[config.mk]
export PLATFORM = sky130hd
export DESIGN_NAME = sdpci_top
export DESIGN_NICKNAME = d
export VERILOG_FILES = /design/src/common/sdpci_pkg.sv /design/src/hw/sdpci_lane.sv /design/src/hw/sdpci_top.sv
export VERILOG_INCLUDE_DIRS = /design/src /design/src/common
export SDC_FILE = /design/constraint.sdc
export NUM_CORES = 1
export LEC_CHECK = 0
export BUFFER_PORTS_ARGS = -buffer_cell sky130_fd_sc_hd__buf_2
export CORE_ASPECT_RATIO = 0.9
export CORE_MARGIN = 2
export CORE_UTILIZATION = 34
export CTS_BUF_LIST = sky130_fd_sc_hd__clkbuf_4 sky130_fd_sc_hd__clkbuf_8
export DETAILED_ROUTE_END_ITERATION = 6
export GPL_TIMING_DRIVEN = 0
export PLACE_DENSITY = 0.67
export SLEW_MARGIN = 20
export SYNTH_ARGS = -nofsm -noshare
export SYNTH_HDL_FRONTEND = slang
export SYNTH_SLANG_ARGS = --single-unit
[constraint.sdc]
create_clock -name core_clk -period 2.32 [get_ports core_clk]
set_input_delay 0.116 -clock core_clk [delete_from_list [all_inputs] [get_ports core_clk]]
set_output_delay 0.116 -clock core_clk [all_outputs]
set_load 0.005 [all_outputs]
[src/common/sdpci_defines.svh]
// constants of the sdram pin command interface: field positions, reset
// values and command codes. assumes inclusion by bare name only.
`ifndef SDPCI_DEFINES_SVH
`define SDPCI_DEFINES_SVH
// ----------------------------------------------------------------------
// widths
// ----------------------------------------------------------------------
`define SDPCI_DQ_W 32
`define SDPCI_DQM_W 4
`define SDPCI_ADDR_W 14
`define SDPCI_BANK_W 2
`define SDPCI_NBANK 4
`define SDPCI_ROW_W 13
`define SDPCI_COL_W 10
`define SDPCI_DEPTH_W 8
// ----------------------------------------------------------------------
// field positions and timing
// ----------------------------------------------------------------------
`define SDPCI_AP_BIT 10
`define SDPCI_RD_MASK_LAT 2
`define SDPCI_BURST_LEN 8'h08
`define SDPCI_CAS_LAT 2
// ----------------------------------------------------------------------
// command codes {ras_n, cas_n, we_n}, conventional encoding
// ----------------------------------------------------------------------
`define SDPCI_CMD_NOP 3'h7
`define SDPCI_CMD_ACT 3'h3
`define SDPCI_CMD_RD 3'h5
`define SDPCI_CMD_WR 3'h4
`define SDPCI_CMD_BST 3'h6
`define SDPCI_CMD_PRE 3'h2
`define SDPCI_CMD_REF 3'h1
`define SDPCI_CMD_LMR 3'h0
`define SDPCI_MODE_RST 14'h0000
`endif

[src/common/sdpci_pkg.sv]
// types of the sdram pin command interface.
// assumes sdpci_defines.svh is on the include path.
`default_nettype none
`include "sdpci_defines.svh"
package sdpci_pkg;
    typedef struct packed {
        logic cs_n;
        logic ras_n;
        logic cas_n;
        logic we_n;
        logic [`SDPCI_BANK_W-1:0] bank;
        logic [`SDPCI_ADDR_W-1:0] addr;
    } sdpci_cmd_type;
    typedef enum logic [2:0] {
        SDPCI_OP_NONE,
        SDPCI_OP_ACT,
        SDPCI_OP_RD,
        SDPCI_OP_WR,
        SDPCI_OP_PRE,
        SDPCI_OP_REF,
        SDPCI_OP_LMR,
        SDPCI_OP_BST
    } sdpci_op_type;
    typedef enum {
        SDPCI_PWR_RUN,
        SDPCI_PWR_PRE_PD,
        SDPCI_PWR_ACT_PD,
        SDPCI_PWR_SELF_REF,
        SDPCI_PWR_DEEP_PD,
        SDPCI_PWR_SUSPEND
    } sdpci_pwr_type;
endpackage
`default_nettype wire

[src/hw/sdpci_lane.sv]
// one byte lane of the data path: write mask and read output pipeline.
// assumes the caller supplies one-cycle strobes in the core_clk domain.
`default_nettype none
module sdpci_lane (
    input wire logic core_clk,
    input wire logic rstn,
    input wire logic adv,
    input wire logic dqm,
    input wire logic wr_beat,
    input wire logic rd_beat,
    input wire logic [7:0] wr_data,
    input wire logic [7:0] rd_data,
    output logic wr_en,
    output logic [7:0] dq_o,
    output logic dq_oe
);
    logic [1:0] mask_d, mask_q;
    logic [7:0] dq_d, dq_q;
    logic oe_d, oe_q;

    // masked byte is not stored
    assign wr_en = wr_beat & ~dqm;

    always_comb begin
        mask_d = mask_q;
        dq_d = dq_q;
        oe_d = oe_q;
        if (adv) begin
            // read mask takes effect two clocks after sampling
            mask_d = {mask_q[0], dqm};
            dq_d = rd_data;
            oe_d = rd_beat & ~mask_q[1];
        end
    end

    // output register clocked by the system clock
    always_ff @(posedge core_clk or negedge rstn) begin
        if (!rstn) begin
            mask_q <= 2'h0;
            dq_q <= 8'h00;
            oe_q <= 1'b0;
        end else begin
            mask_q <= mask_d;
            dq_q <= dq_d;
            oe_q <= oe_d;
        end
    end

    assign dq_o = dq_q;
    assign dq_oe = oe_q;
endmodule
`default_nettype wire

[src/hw/sdpci_top.sv]
// command decode, power state and byte-masked data path of a four-bank
// sdram. assumes one clock; pins already synchronous to core_clk.
`default_nettype none
`include "sdpci_defines.svh"

module sdpci_top
    import sdpci_pkg::*;
(
    input wire logic core_clk,
    input wire logic rstn,
    input wire logic cke,
    input wire sdpci_pkg::sdpci_cmd_type cmd,
    input wire logic [`SDPCI_DQM_W-1:0] dqm,
    input wire logic wide_mode,
    input wire logic dpd_req,
    input wire logic [`SDPCI_DQ_W-1:0] dq_i,
    input wire logic [`SDPCI_DQ_W-1:0] array_rd_data,
    output logic [`SDPCI_DQ_W-1:0] dq_o,
    output logic [`SDPCI_DQ_W-1:0] dq_oe,
    output logic [`SDPCI_DQM_W-1:0] array_wr_en,
    output logic [`SDPCI_DQ_W-1:0] array_wr_data,
    output logic [`SDPCI_BANK_W-1:0] array_bank,
    output logic [`SDPCI_ROW_W-1:0] array_row,
    output logic [`SDPCI_COL_W-1:0] array_col,
    output logic [`SDPCI_NBANK-1:0] bank_open,
    output logic [`SDPCI_ADDR_W-1:0] mode_reg,
    output logic in_buf_en,
    output logic [2:0] pwr_state
);
    import sdpci_pkg::*;

    // ------------------------------------------------------------------
    // state
    // ------------------------------------------------------------------
    sdpci_pwr_type pwr_d, pwr_q;
    logic cke_q;
    logic [`SDPCI_NBANK-1:0] open_d, open_q, ap_d, ap_q;
    logic [`SDPCI_ROW_W-1:0] row_d [`SDPCI_NBANK];
    logic [`SDPCI_ROW_W-1:0] row_q [`SDPCI_NBANK];
    logic [`SDPCI_ADDR_W-1:0] mode_d, mode_q;
    logic [`SDPCI_BANK_W-1:0] bank_d, bank_q;
    logic [`SDPCI_COL_W-1:0] col_d, col_q;
    logic [`SDPCI_DEPTH_W-1:0] left_d, left_q;
    logic wr_act_d, wr_act_q, rd_act_d, rd_act_q;
    logic [`SDPCI_CAS_LAT-1:0] rd_pipe_d, rd_pipe_q;
    logic [`SDPCI_DQ_W-1:0] wdat_d, wdat_q;
    logic [`SDPCI_DQM_W-1:0] wen_d, wen_q;
    logic [`SDPCI_ROW_W-1:0] row_out_d, row_out_q;
    logic buf_en_d, buf_en_q;
    sdpci_op_type op;
    logic adv;
    logic [`SDPCI_DQM_W-1:0] lane_mask, lane_wen;
    logic [`SDPCI_DQ_W-1:0] lane_dq, lane_oe;
    logic wr_beat, rd_beat;

    // ------------------------------------------------------------------
    // command decode
    // ------------------------------------------------------------------
    always_comb begin
        op = SDPCI_OP_NONE;
        // decoder only enabled with chip select low
        if (!cmd.cs_n) begin
            // command from the unregistered strobe input levels
            case ({cmd.ras_n, cmd.cas_n, cmd.we_n})
                `SDPCI_CMD_ACT: op = SDPCI_OP_ACT;
                `SDPCI_CMD_RD: op = SDPCI_OP_RD;
                `SDPCI_CMD_WR: op = SDPCI_OP_WR;
                `SDPCI_CMD_PRE: op = SDPCI_OP_PRE;
                `SDPCI_CMD_REF: op = SDPCI_OP_REF;
                `SDPCI_CMD_LMR: op = SDPCI_OP_LMR;
                `SDPCI_CMD_BST: op = SDPCI_OP_BST;
                default: op = SDPCI_OP_NONE;
            endcase
        end
    end

    // clock is live only while cke stays high and we are running
    assign adv = (pwr_q == SDPCI_PWR_RUN) && cke_q && cke;

    // ------------------------------------------------------------------
    // power state
    // ------------------------------------------------------------------
    always_comb begin
        pwr_d = pwr_q;
        case (pwr_q)
            SDPCI_PWR_RUN: begin
                // state chosen by burst activity, bank condition, refresh command and dpd_req on cke falling
                if (cke_q && !cke) begin
                    if (rd_act_q || wr_act_q || (|rd_pipe_q))
                        pwr_d = SDPCI_PWR_SUSPEND;
                    else if (|open_q)
                        pwr_d = SDPCI_PWR_ACT_PD;
                    else if (op == SDPCI_OP_REF)
                        pwr_d = SDPCI_PWR_SELF_REF;
                    else if (dpd_req)
                        pwr_d = SDPCI_PWR_DEEP_PD;
                    else
                        pwr_d = SDPCI_PWR_PRE_PD;
                end
            end
            SDPCI_PWR_SUSPEND: begin
                if (cke)
                    pwr_d = SDPCI_PWR_RUN;
            end
            SDPCI_PWR_PRE_PD, SDPCI_PWR_ACT_PD, SDPCI_PWR_SELF_REF,
            SDPCI_PWR_DEEP_PD: begin
                // exit on cke level alone, no command needed
                if (cke)
                    pwr_d = SDPCI_PWR_RUN;
            end
            default: pwr_d = SDPCI_PWR_RUN;
        endcase
    end

    // ------------------------------------------------------------------
    // bank, address and burst logic
    // ------------------------------------------------------------------
    always_comb begin
        open_d = open_q;
        ap_d = ap_q;
        row_d = row_q;
        mode_d = mode_q;
        bank_d = bank_q;
        col_d = col_q;
        left_d = left_q;
        wr_act_d = wr_act_q;
        rd_act_d = rd_act_q;
        rd_pipe_d = rd_pipe_q;
        if (adv) begin
            // burst column counter advances on the clock
            if (left_q != 8'h00) begin
                left_d = left_q - 8'h01;
                col_d = col_q + 10'h001;
                if (left_q == 8'h01) begin
                    wr_act_d = 1'b0;
                    rd_act_d = 1'b0;
                    // auto precharge at end of access
                    if (ap_q[bank_q])
                        open_d[bank_q] = 1'b0;
                end
            end
            rd_pipe_d = {rd_pipe_q[`SDPCI_CAS_LAT-2:0], rd_act_q};
            case (op)
                SDPCI_OP_ACT: begin
                    // bank select and row sample
                    open_d[cmd.bank] = 1'b1;
                    row_d[cmd.bank] = cmd.addr[`SDPCI_ROW_W-1:0];
                end
                SDPCI_OP_RD, SDPCI_OP_WR: begin
                    // column sample; narrow mode uses a[9:0]
                    bank_d = cmd.bank;
                    col_d = wide_mode ? {1'b0, cmd.addr[8:0]}
                                      : cmd.addr[`SDPCI_COL_W-1:0];
                    ap_d[cmd.bank] = cmd.addr[`SDPCI_AP_BIT];
                    left_d = `SDPCI_BURST_LEN;
                    wr_act_d = (op == SDPCI_OP_WR);
                    rd_act_d = (op == SDPCI_OP_RD);
                end
                SDPCI_OP_PRE: begin
                    // bit 10 high: all banks, bank inputs ignored
                    if (cmd.addr[`SDPCI_AP_BIT])
                        open_d = '0;
                    else
                        open_d[cmd.bank] = 1'b0;
                end
                SDPCI_OP_LMR: mode_d = cmd.addr;
                SDPCI_OP_BST: begin
                    left_d = 8'h00;
                    wr_act_d = 1'b0;
                    rd_act_d = 1'b0;
                end
                default: ;
            endcase
        end
    end

    // inputs captured only on the rising edge
    always_ff @(posedge core_clk or negedge rstn) begin
        if (!rstn) begin
            pwr_q <= SDPCI_PWR_RUN;
            cke_q <= 1'b1;
            open_q <= '0;
            ap_q <= '0;
            for (int i = 0; i < `SDPCI_NBANK; i++)
                row_q[i] <= '0;
            mode_q <= `SDPCI_MODE_RST;
            bank_q <= '0;
            col_q <= '0;
            left_q <= '0;
            wr_act_q <= 1'b0;
            rd_act_q <= 1'b0;
            rd_pipe_q <= '0;
        end else begin
            pwr_q <= pwr_d;
            cke_q <= cke;
            open_q <= open_d;
            ap_q <= ap_d;
            row_q <= row_d;
            mode_q <= mode_d;
            bank_q <= bank_d;
            col_q <= col_d;
            left_q <= left_d;
            wr_act_q <= wr_act_d;
            rd_act_q <= rd_act_d;
            rd_pipe_q <= rd_pipe_d;
        end
    end

    // ------------------------------------------------------------------
    // output registers
    // ------------------------------------------------------------------
    always_comb begin
        wdat_d = dq_i;
        wen_d = lane_wen;
        // row of the addressed bank, registered so the pin is a flop
        row_out_d = row_d[bank_d];
        // buffers off outside run and suspend
        buf_en_d = (pwr_d == SDPCI_PWR_RUN) ||
                   (pwr_d == SDPCI_PWR_SUSPEND);
    end

    // write strobe lags its beat by one cycle; the array must allow for it
    always_ff @(posedge core_clk or negedge rstn) begin
        if (!rstn) begin
            wdat_q <= '0;
            wen_q <= '0;
            row_out_q <= '0;
            buf_en_q <= 1'b1;
        end else begin
            wdat_q <= wdat_d;
            wen_q <= wen_d;
            row_out_q <= row_out_d;
            buf_en_q <= buf_en_d;
        end
    end

    // ------------------------------------------------------------------
    // byte lanes
    // ------------------------------------------------------------------
    // narrow mode: upper mask bit 1 also covers unused upper pins
    assign lane_mask = wide_mode ? dqm : {dqm[1], dqm[1], dqm[1], dqm[0]};
    assign wr_beat = wr_act_d && adv;
    assign rd_beat = rd_pipe_q[`SDPCI_CAS_LAT-1];

    genvar g;
    generate
        for (g = 0; g < `SDPCI_DQM_W; g++) begin : g_lane
            // wide mode: mask bit g governs data byte g; narrow mode: bit 1 governs bytes 1 to 3
            // narrow mode: upper lanes never drive reads, pins stay released
            sdpci_lane u_lane (
                .core_clk(core_clk),
                .rstn(rstn),
                .adv(adv),
                .dqm(lane_mask[g]),
                .wr_beat(wr_beat),
                .rd_beat(rd_beat && (wide_mode || g < 2)),
                .wr_data(dq_i[8*g +: 8]),
                .rd_data(array_rd_data[8*g +: 8]),
                .wr_en(lane_wen[g]),
                .dq_o(lane_dq[8*g +: 8]),
                .dq_oe(lane_oe[8*g])
            );
            assign lane_oe[8*g+7 -: 7] = {7{lane_oe[8*g]}};
        end
    endgenerate

    // ------------------------------------------------------------------
    // outputs, all from flip-flops
    // ------------------------------------------------------------------
    assign dq_o = lane_dq;
    assign dq_oe = lane_oe;
    assign array_wr_en = wen_q;
    assign array_wr_data = wdat_q;
    assign array_bank = bank_q;
    assign array_row = row_out_q;
    assign array_col = col_q;
    assign bank_open = open_q;
    assign mode_reg = mode_q;
    assign in_buf_en = buf_en_q;
    assign pwr_state = 3'(pwr_q);
endmodule
`default_nettype wire

Word level (Yosys, flattened, before mapping)
Cells that the tools add are included.
{"block": "op_classes", "addsub": 2, "n_lt_le_gt_ge": 7, "eq_ne": 20, "mux": 45, "n_bitwise": 23, "reduce_logical": 29}
{"operator": "$mux W52", "count": 2}
{"operator": "$logic_not A32 Y1", "count": 3}
{"operator": "$eq A32 B2 Y1 const B", "count": 2}
{"operator": "$eq A32 B3 Y1 const B", "count": 2}
{"operator": "$mux W32", "count": 2}
{"operator": "$pmux W32 S2", "count": 1}
{"operator": "$bwmux W52", "count": 1}
{"operator": "$mux W13", "count": 3}
{"operator": "$eq A32 B1 Y1 const B", "count": 1}
{"operator": "$eq A32 B4 Y1 const B", "count": 1}
{"operator": "$mux W10", "count": 3}
{"operator": "$bmux W13 S2", "count": 1}
{"operator": "$demux W13 S2", "count": 1}
{"operator": "$mux W4", "count": 6}
{"operator": "$eq A3 B3 Y1 const B", "count": 7}
{"operator": "$pmux W3 S7", "count": 1}
{"operator": "$pmux W8 S2", "count": 1}
{"operator": "$mux W3", "count": 5}
{"operator": "$eq A3 B2 Y1 const B", "count": 4}
{"operator": "$add A10 B1 Y10 const B", "count": 1}
{"operator": "$and A1 B1 Y1", "count": 8}
{"operator": "$and A4 B4 Y4", "count": 2}
{"operator": "$eq A8 B1 Y1 const B", "count": 1}
{"operator": "$logic_and A1 B1 Y1", "count": 8}
{"operator": "29 further kinds", "count": 59}
{"block": "word_totals", "regBits": 225, "output_inout_bits": 147, "wordCells": 157}

Depth between registers and ports, before layout
Gate-level depths: netlist of run 1.
{"block": "logic_depth", "depth_word": 13, "depth_mapped": 8, "ltp_nobuf": 7}

Modules after synthesis
A second synthesis of run 1 with hierarchy kept.
{"block": "unflattened", "cells_unflattened": 675, "area_unflattened_um2": 9242.6}
{"module": "sdpci_top", "instances": 1, "cells_per_inst": 571, "area_each_um2": 7435.9, "seq_area_each_um2": 4531.8}
{"module": "sdpci_lane", "instances": 4, "cells_per_inst": 26, "area_each_um2": 451.7, "seq_area_each_um2": 275.3}

Worst setup path after synthesis of run 1
Ideal clock, no wire load.
{"block": "synth_timing", "path_kind": "reg-to-reg", "start": "register cke_q", "end": "register row_out_q[3] (netlist: array_row[3])", "setup_time_ns": 0.125, "t_arrival_ns": 2.387, "required_ns": 2.195, "slack_ns": -0.192, "stages_incl_launch_ff": 8, "n_path_buf": 1, "period_less_slack_ns": 2.512, "cell_sequence": "dfstp_2 -> nor4b_2 -> nand4_1 -> nor3_1 -> buf_2 -> mux2_2 -> mux2_1 -> mux2_2"}
{"item": "start, declared", "line_no": "sdpci_top.sv:36", "text": "logic cke_q;"}
{"item": "start signal, assigned", "line_no": "sdpci_top.sv:195", "text": "cke_q <= cke;"}
{"item": "end signal, assigned", "line_no": "sdpci_top.sv:232", "text": "row_out_q <= row_out_d;"}
{"item": "end, declared", "line_no": "sdpci_top.sv:48", "text": "logic [`SDPCI_ROW_W-1:0] row_out_d, row_out_q;"}

Worst setup path in the final report of run 1
{"block": "layout_timing", "start": "register pwr_q[14]", "end": "register row_out_q[0] (netlist: array_row[0])"}
{"block": "layout_between", "elab_chain_cells": 8}
{"item": "start, declared", "line_no": "sdpci_top.sv:35", "text": "sdpci_pwr_type pwr_d, pwr_q;"}
{"item": "start signal, assigned", "line_no": "sdpci_top.sv:194", "text": "pwr_q <= pwr_d;"}
{"item": "$logic_not A32 Y1 (*)", "line_no": "sdpci_top.sv:78", "text": "assign adv = (pwr_q == SDPCI_PWR_RUN) && cke_q && cke;"}
{"item": "$logic_and A1 B1 Y1 (*) (2 in a row)", "line_no": "sdpci_top.sv:78"}
{"item": "$mux W2", "line_no": "sdpci_top.sv:129", "text": "if (adv) begin"}
{"item": "$not A2 Y3 (not written as such)", "line_no": "sdpci_top.sv:216", "text": "row_out_d = row_d[bank_d];"}
{"item": "$bmux W13 S2 (*)", "line_no": "sdpci_top.sv:216"}
{"item": "$mux W13 (not written as such) (*) (2 in a row)", "line_no": "sdpci_top.sv:216"}
{"item": "via row_out_d[0]", "line_no": "sdpci_top.sv:48"}
The timed path passes the listed nets; every way through them passes the cells marked *. The select of a mux whose other input is x is not followed.
A chain may end at the register's enable or synchronous reset.

==> results.yml, run 1 <==
worst_setup_path:
  cp-start-kind: "register"
  crit_fanout: 6
  rr_startpoint: "pwr_q[14]"
  crit_type: "reg -> reg"
  rr_worst_depth: 10
  cp-end-kind: "register"
  rrSetupSlack_ns: -0.31
  rr_endpoint: "array_row[0]"
  crit_arrival_ns: 3.05
  cp-endpoint: "array_row[0]"
  crit_required_ns: 2.74
  cp-startpoint: "pwr_q[14]"
placed_design:
  place_congestion: 0.840
  place_inst: 1377
  dp_hpwl_um: 16100
  dpl_cell_area_um2: 11000
  portBuffers: 238
synth:
  synth_top_area_share_pct: 60.5
  syn_area_um2: 9220
  ys_ff_latch: 225
  synth_top_cells_by_area: "dfrtp_1 61%, mux2_2 6.6%, nand2_1 6.2%"
  synth_xor_area_share_pct: 0.0950
  synth_area_leader_cell: "dfrtp_1"
  synth.area.mux_share_pct: 14.5
  synth_top_family_by_area: "multiplexers"
  seq_area_frac_synth_pct: 61.1
  yosys_warnings: 0
  synth_area_per_cell_um2: 12.2
  synth_simple_gate_area_share_pct: 13.7
  synth_adder_area_share_pct: 0.407
  ys_types: 55
  synth_compound_area_share_pct: 4.98
  synthCells: 755
floorplan:
  start_util_pct: 34.4
  ios: 240
  die_h_um: 160
  dieArea_um2: 28400
  die_w_um: 178
  core_um2: 26800
  std_cell_rows: 57
power:
  switching_power_uw: 1950
  p_int_uw: 6680
  power.leakage_uw: 0.00717
  power_frac_comb_pct: 4.9
  power_density_nw_per_um2: 653
  peakVddDrop_uv: 378
  pwr-share-seq_pct: 46.4
  clkPwrFrac_pct: 48.7
  swShare_pct: 22.6
global_routing:
  grt_usage_pct: 16.9
  antenna_found_initial: 2
  grt_max_degree: 87
  grt_pass1_wl_um: 38000
  grt_pass1_vias: 7249
  overflow: 0
timing:
  fin_crit_sh_pct: 113
  period_needed_ns: 2.63
  fin_setup_tns_ns: -3.85
  worst_pin_slew_ns: 0.647
  max-slew-margin-rel_pct: 56.3
  rsz0062_at_grt: "true"
  clock_skew_ns: 0.0327
  setup_viol: 18
  max_freq_mhz: 381
  hold_violations: 0
  drv_slew: 0
  final.setup.worst_slack_ns: -0.306
route:
  drcViolationCount: 0
  drt_pass1_iterations: 4
  drt_iter0_drc: 396
  wl_per_cell_um: 16.0
  num_vias: 7129
  ant_nets: 0
  routed_wl_um: 24800
  viasPerCell: 4.60
clock_network:
  insertion_delay_ns: 0.57
  htreeDepth: 2
  cts_buffer_depth: 3
  clk_pin_slew_ns: 0.06
  cts.sinks: 225
  cts_tree: "done"
  cts_made_buffers: 40
  root_buffer: "clkbuf_8"
layout:
  n_fill_cell: 2420
  final_cells: 1550
  nets: 1260
  regMostFlops: "row_q"
  syn_to_final_growth_pct: 43.5
  final_layout_size_suffix_gt1_share_pct: 39.8
  design_area_um2: 13200
  largest_reg_flops: 52
status:
  status: "finished, violations left"
  violations: "setup timing"
worst_hold_path:
  min-delay-start: "cmd[14]"
  holdCritPathClass: "in -> reg"
flow_run:
  drv_cap: 0
-- synthesized netlist by cell type, drive strengths merged --
cell type	count
a2111oi	1
a211oi	2
a21boi	1
a21o	1
a21oi	22
a31oi	4
and2	3
and3	8
and4	2
and4b	1
and4bb	1
buf	46
clkbuf	18
conb	1
dfrtp	223
dfstp	2
ha	3
inv	13
mux2	106
mux2i	6
nand2	153
nand2b	4
nand3	11
nand3b	3
nand4	12
nor2	21
nor2b	5
nor3	8
nor3b	4
nor4	9
nor4b	3
nor4bb	1
o21a	2
o21ai	36
o21ba	1
o22a	1
o22ai	3
o2bb2ai	1
o31ai	5
or2	2
or3	2
or4	3
xor2	1
-- through the flow --
stage	total power, uW	hold WS, ns	utilization (%)	setup WS, ns
floorplan	4130	-0.180	-	-0.142
global placement	4350	0.224	40.9	-2.82
detailed placement	4370	0.0954	41.2	-0.653
CTS	8780	0.00455	48.8	-0.341
global route	9010	0.0594	49.3	-0.421
finish	8630	0.0393	49.3	-0.306
-- worst min-delay path by stage --
| stage | to | slack, ns | cells past startpoint |
|---|---|---|---|
| detailed placement | g_lane[0].u_lane.dq_o[2] | 0.1 | 1 |
| CTS | ap_q[2] | 0.005 | 4 |
| global route | bank_open[0] | 0.06 | 4 |
| finish | ap_q[2] | 0.04 | 4 |
| global placement | array_wr_data[24] | 0.22 | 1 |
| floorplan | ap_q[0] | -0.18 | 0 |
-- layer usage --
metal / vias to the layer above / wire (um) / GRT usage [%]
met5: - / 7 / 0
met4: 2 / 511 / 5.51
met3: 50 / 1830 / 4.29
met2: 240 / 12100 / 29.2
met1: 3475 / 10400 / 20.6
li1: 3362 / - / -
-- cells in the final DEF (no fill, tap or decap), types with 5 or more instances in the layout --
cell type      synthesis  layout
conb_1                 1      29
nand4_1                9       9
o21ai_0               35      35
buf_2                  3     238
a21oi_1               22      22
o31ai_1                5       5
clkbuf_8               0      54
dfrtp_1              223     223
buf_12                 0       5
dlygate4sd3_1          0      88
clkbuf_4               0      10
clkbuf_1              18      12
nand3_1               11      10
buf_4                 36      42
mux2_1                34      33
nor2_1                20      19
inv_1                 13      13
nand2_1              153     153
mux2_4                18      35
mux2_2                54      38
nor2b_1                5       5
nor3_1                 8       7
buf_6                  7       8
and3_1                 8       7
-- logic make-up (layout without fill, tap and decap cells) --
kind of cell / count (synthesis) / count (layout)
flops: 225 / 225
buf+inv: 77 / 489
compound gates: 80 / 80
fa+ha+maj: 3 / 3
simple gates: 256 / 256
mux: 112 / 112
xor+xnor: 1 / 1
other cells: 1 / 30
-- worst max-delay path: stages (launching register included) --
cell and delay (ns):
dfrtp_1 0.39, nor4_4 0.31, nand4_1 0.14, buf_6 0.15
and4bb_1 0.28, buf_6 0.12, mux2i_4 0.24, buf_12 0.17
buf_12 0.13, mux2_4 0.30, mux2_4 0.28
-- final cells by class --
class / count / area (um^2) / area share (%)
Antenna cell: 1 / 2.50 / 0.0189
Clock inverter: 9 / 124 / 0.936
Timing Repair Buffer: 341 / 2320 / 17.6
Tap cell: 354 / 443 / 3.35
Inverter: 13 / 48.8 / 0.369
Clock buffer: 64 / 818 / 6.18
Sequential cell: 225 / 5630 / 42.6
Multi-Input combinational cell: 481 / 3380 / 25.6
Buffer: 62 / 455 / 3.44
-- repair_timing --
item,4_1_cts,5_1_grt
pin swaps,2,3
gates resized for setup,25,32
setup endpoints to repair,89,81
hold endpoints to repair,273,0
hold buffers,88,0
gates cloned,1,2
setup buffers,11,2
-- power by group through the flow --
stage | combinational (uW) | clock [uW] | sequential (uW)
after floorplan | 54.3 | 0 | 4070
after detailed placement | 302 | 0 | 4070
after global routing | 467 | 4540 | 4010
final | 420 | 4210 | 4010
after CTS | 422 | 4360 | 4000
after global placement | 285 | 0 | 4070
No activity file was read; power rests on OpenSTA's default activity.
==> inputs of run 2 (changes only) <==
--- a/config.mk
+++ b/config.mk
@@ -10,11 +10,11 @@
 export CORE_ASPECT_RATIO = 0.9
 export CORE_MARGIN = 2
 export CORE_UTILIZATION = 34
-export CTS_BUF_LIST = sky130_fd_sc_hd__clkbuf_4 sky130_fd_sc_hd__clkbuf_8
+export CTS_BUF_LIST = sky130_fd_sc_hd__clkbuf_16
 export DETAILED_ROUTE_END_ITERATION = 6
 export GPL_TIMING_DRIVEN = 0
 export PLACE_DENSITY = 0.67
-export SLEW_MARGIN = 20
+export SLEW_MARGIN = 5
 export SYNTH_ARGS = -nofsm -noshare
 export SYNTH_HDL_FRONTEND = slang
 export SYNTH_SLANG_ARGS = --single-unit
==> constraint.sdc (replaced) <==
create_clock -name core_clk -period 2.32 [get_ports core_clk]
set_input_delay 0.232 -clock core_clk [delete_from_list [all_inputs] [get_ports core_clk]]
set_output_delay 0.232 -clock core_clk [all_outputs]
set_load 0.005 [all_outputs]
==> results.yml, run 2 (same netlist as run 1, synthesis figures left out) <==
route:
  ant_nets: 0
  viasPerCell: 4.63
  drt_pass1_iterations: 5
  drcViolationCount: 0
  num_vias: 6998
  wl_per_cell_um: 16.0
  routed_wl_um: 24200
  drt_iter0_drc: 431
global_routing:
  grt_pass1_wl_um: 37100
  grt_usage_pct: 16.5
  grt_pass1_vias: 6956
  overflow: 0
  grt_max_degree: 117
  antenna_found_initial: 2
clock_network:
  htreeDepth: 1
  root_buffer: "clkbuf_16"
  cts_buffer_depth: 3
  cts.sinks: 225
  insertion_delay_ns: 0.53
  clk_pin_slew_ns: 0.06
  cts_made_buffers: 25
  cts_tree: "done"
status:
  violations: "setup timing"
  status: "finished, violations left"
power:
  p_int_uw: 6570
  power_density_nw_per_um2: 649
  swShare_pct: 21.7
  switching_power_uw: 1820
  power_frac_comb_pct: 4.7
  clkPwrFrac_pct: 47.6
  peakVddDrop_uv: 448
  power.leakage_uw: 0.00702
  pwr-share-seq_pct: 47.7
flow_run:
  drv_cap: 0
worst_hold_path:
  holdCritPathClass: "in -> reg"
timing:
  rsz0062_at_grt: "true"
  hold_violations: 0
  max_freq_mhz: 379
  clock_skew_ns: 0.0125
  final.setup.worst_slack_ns: -0.315
  setup_viol: 16
  drv_slew: 0
  worst_pin_slew_ns: 0.835
  max-slew-margin-rel_pct: 44.4
  hold_slack_ns: 0.0245
  fin_crit_sh_pct: 114
  fin_setup_tns_ns: -4.02
  period_needed_ns: 2.64
floorplan:
  ios: 240
  die_h_um: 160
  dieArea_um2: 28400
  core_um2: 26800
  start_util_pct: 34.4
  std_cell_rows: 57
  die_w_um: 178
worst_setup_path:
  crit_type: "reg -> reg"
  crit_required_ns: 2.72
  crit_fanout: 7
  cp-start-kind: "register"
  cp-end-kind: "register"
  crit_arrival_ns: 3.04
layout:
  postLayoutCoreUtil_pct: 48.2
  layout_common_cells: "237 x buf_2, 222 x dfrtp_1, 153 x nand2_1"
  layout_commonest_cell: "buf_2"
  largest_reg_flops: 52
  n_fill_cell: 2464
  regMostFlops: "row_q"
  design_area_um2: 12900
  final_layout_size_suffix_gt1_share_pct: 38.2
  nets: 1232
  syn_to_final_growth_pct: 40.3
placed_design:
  place_congestion: 0.840
  portBuffers: 238
  dp_hpwl_um: 15900
  dpl_cell_area_um2: 11000
run 2: repair_timing:
action                                 CTS  global route
cloned                                   1             1
endpoints found under the hold margin  185             0
pin swaps                                5             8
hold buffers                            74             0
gates resized for setup                 25            25
buffers inserted                         8             4
setup endpoints to repair               79            76
run 2: routing by layer:
metal	track usage [%]	part of all wire, %
met5	0	0.054
met4	4.69	2.5
met3	3.74	7.6
met2	28.0	48
met1	21.0	42
run 2: power groups by stage:
stage | Sequential (uW) | Combinational, uW | Clock [uW]
after floorplan | 4070 | 54.3 | 0
after global routing | 4010 | 442 | 4260
after global placement | 4070 | 285 | 0
after detailed placement | 4070 | 296 | 0
after CTS | 4000 | 397 | 4120
final | 4000 | 394 | 3990
run 2: worst paths after layout:
kind	from	to	slack (ns)	depth (start not counted)
max in group asynchronous	rstn	array_col[6]	0.90	3
setup reg to reg	pwr_q[21]	array_row[5]	-0.32	9
setup / recovery	pwr_q[21]	array_row[5]	-0.32	9
hold / removal	cmd[6]	mode_reg[6]	0.02	2
hold reg to reg	g_lane[3].u_lane.mask_q[1]	g_lane[3].u_lane.dq_oe	0.45	1
min in group asynchronous	rstn	g_lane[0].u_lane.dq_o[2]	0.36	2
run 2: worst max-delay path, stage by stage (launching register included):
cell      delay (ns)
dfrtp_1         0.40
nor4_4          0.33
nand4_1         0.19
and4bb_1        0.34
buf_6           0.13
mux2i_4         0.25
buf_12          0.17
buf_8           0.14
mux2_4          0.30
mux2_2          0.28
run 2: layout make-up:
| class | count | area, um^2 | area share, % |
|---|---|---|---|
| diodes | 1 | 2.50 | 0.0194 |
| plain buffers | 63 | 465 | 3.60 |
| clock buffers | 25 | 626 | 4.84 |
| clock inverters | 21 | 199 | 1.54 |
| inverters | 13 | 48.8 | 0.377 |
| multi-input cells | 481 | 3370 | 26.0 |
| flip-flops and latches | 225 | 5630 | 43.6 |
| well taps | 354 | 443 | 3.43 |
| repair buffers | 327 | 2140 | 16.6 |
run 2: through the flow:
step,setup WS (ns),instances,total power (uW)
global route,-0.396,1510,8700
CTS,-0.387,1504,8520
global placement,-2.93,1375,4350
finish,-0.315,1510,8390
floorplan,-0.142,783,4130
detailed placement,-0.659,1376,4370
==> inputs of run 3 (changes only) <==
--- a/config.mk
+++ b/config.mk
@@ -8,11 +8,11 @@
 export LEC_CHECK = 0
 export BUFFER_PORTS_ARGS = -buffer_cell sky130_fd_sc_hd__buf_2
 export CORE_ASPECT_RATIO = 0.9
-export CORE_MARGIN = 2
+export CORE_MARGIN = 1.5
 export CORE_UTILIZATION = 34
-export CTS_BUF_LIST = sky130_fd_sc_hd__clkbuf_16
 export DETAILED_ROUTE_END_ITERATION = 6
 export GPL_TIMING_DRIVEN = 0
+export MAX_ROUTING_LAYER = met4
 export PLACE_DENSITY = 0.67
 export SLEW_MARGIN = 5
 export SYNTH_ARGS = -nofsm -noshare
==> results.yml, run 3 (same netlist as run 1, synthesis figures left out) <==
worst_setup_path:
  rr_endpoint: "array_row[2]"
  crit_type: "reg -> reg"
  crit_arrival_ns: 3.02
  crit_required_ns: 2.75
  cp-start-kind: "register"
  cp-end-kind: "register"
  rr_worst_depth: 9
  rrSetupSlack_ns: -0.27
  crit_fanout: 5
  rr_startpoint: "pwr_q[7]"
route:
  wl_met1_um: 10300
  route.met2.wl_um: 11200
  highest_layer: "met4"
  ant_nets: 0
  drt_iter0_drc: 358
  viasPerCell: 4.62
  routed_wl_um: 23800
  wl_per_cell_um: 15.8
  num_vias: 6975
  drt_pass1_iterations: 4
  drcViolationCount: 0
  route.met3.wl_um: 1590
floorplan:
  core_um2: 26300
  dieArea_um2: 28100
  std_cell_rows: 56
  die_h_um: 159
  start_util_pct: 35.0
  die_w_um: 177
  ios: 240
power:
  p_total_uw: 8570
  peakVddDrop_uv: 477
  power.leakage_uw: 0.00703
  power_density_nw_per_um2: 660
global_routing:
  overflow: 0
  grt_usage_pct: 17.1
  grt_pass1_vias: 7182
  grt_max_degree: 114
  antenna_found_initial: 4
  grt_pass1_wl_um: 37100
timing:
  max_freq_mhz: 386
  fin_crit_sh_pct: 112
  period_needed_ns: 2.59
  clock_skew_ns: 0.0120
  worst_pin_slew_ns: 0.855
  final.setup.worst_slack_ns: -0.268
  hold_violations: 0
  drv_slew: 0
  setup_viol: 15
  rsz0062_at_grt: "true"
  max-slew-margin-rel_pct: 43.0
clock_network:
  root_buffer: "clkbuf_16"
  cts_tree: "done"
  clk_pin_slew_ns: 0.06
  insertion_delay_ns: 0.55
  cts_made_buffers: 26
  htreeDepth: 1
  cts.sinks: 225
  cts_buffer_depth: 3
placed_design:
  portBuffers: 238
  place_congestion: 0.830
  place_ws_ns: -0.660
  dp_hpwl_um: 15700
flow_run:
  drv_cap: 0
layout:
  n_fill_cell: 2327
  nets: 1234
  layout_common_cells: "237 x buf_2, 223 x dfrtp_1, 153 x nand2_1"
  postLayoutCoreUtil_pct: 49.3
  layout_commonest_cell: "buf_2"
  largest_reg_flops: 52
  multi_input_area_um2: 3360
  regMostFlops: "row_q"
  final-seq-area_um2: 5630
  final_layout_size_suffix_gt1_share_pct: 38.6
  syn_to_final_growth_pct: 40.8
status:
  status: "finished, violations left"
  violations: "setup timing"
worst_hold_path:
  min_delay_path_depth: 2
  holdCritPathClass: "in -> reg"
  whs_endpoint: "mode_reg[6]"
  min-delay-start: "cmd[6]"
-- run 3: layer usage --
layer / global-route usage (%) / vias to the layer above
li1: - / 3288
met1: 21.0 / 3378
met2: 28.2 / 259
met3: 3.32 / 50
met4: 6.01 / 0
met5: - / -
-- run 3: layout make-up --
cell class,count,share of cell area (%)
inverters,13,0.376
clock inverters,12,1.25
well taps,348,3.35
flip-flops and latches,225,43.4
repair buffers,328,16.5
clock buffers,35,5.58
diodes,4,0.0771
multi-input cells,481,25.9
plain buffers,63,3.63
-- run 3: report_power, final --
part           total [uW]  internal [uW]  switching (uW)
logic                 395            189             206
clock network        4160           2530            1630
registers            4010           3980            23.9
-- run 3: repair_timing --
| action | 4_1_cts | 5_1_grt |
|---|---|---|
| pin swaps | 4 | 4 |
| gates cloned | 1 | 1 |
| gates resized for setup | 35 | 16 |
| endpoints found under the setup margin | 88 | 86 |
| hold buffers | 75 | 0 |
| hold endpoints to repair | 200 | 0 |
| buffers inserted | 8 | 4 |
-- run 3: how the worst max path moves through the flow --
| stage | startpoint | end | slack, ns | cells past startpoint |
|---|---|---|---|---|
| 2_1_floorplan | pwr_q[24] | array_row[10] | -0.14 | 8 |
| 3_5_place_dp | pwr_q[4] | array_row[9] | -0.66 | 7 |
| 4_1_cts | pwr_q[7] | array_row[2] | -0.43 | 9 |
| 3_3_place_gp | rstn | array_wr_data[11] | -2.92 | 1 |
| 6_report | pwr_q[7] | array_row[2] | -0.27 | 9 |
| 5_1_grt | pwr_q[14] | array_row[12] | -0.43 | 9 |
-- run 3: critical path: stages (launching register included) --
cell	delay, ns
dfrtp_1	0.39
nor4_4	0.30
nand4_1	0.21
and4bb_1	0.32
buf_6	0.12
mux2i_4	0.27
buf_4	0.18
buf_16	0.12
mux2_4	0.29
mux2_4	0.27
-- run 3: metrics by stage --
step | instances | hold slack (ns) | setup TNS, ns | instance area (um^2)
4_1_cts | 1500 | 0.0157 | -5.94 | 12900
3_5_place_dp | 1370 | 0.341 | -22.97 | 11000
2_1_floorplan | 783 | -0.0636 | -1.81 | 9350
3_3_place_gp | 1369 | 0.339 | -668.21 | 11000
6_report | 1509 | 0.0125 | -3.42 | 13000
5_1_grt | 1509 | 0.0178 | -6.55 | 13000
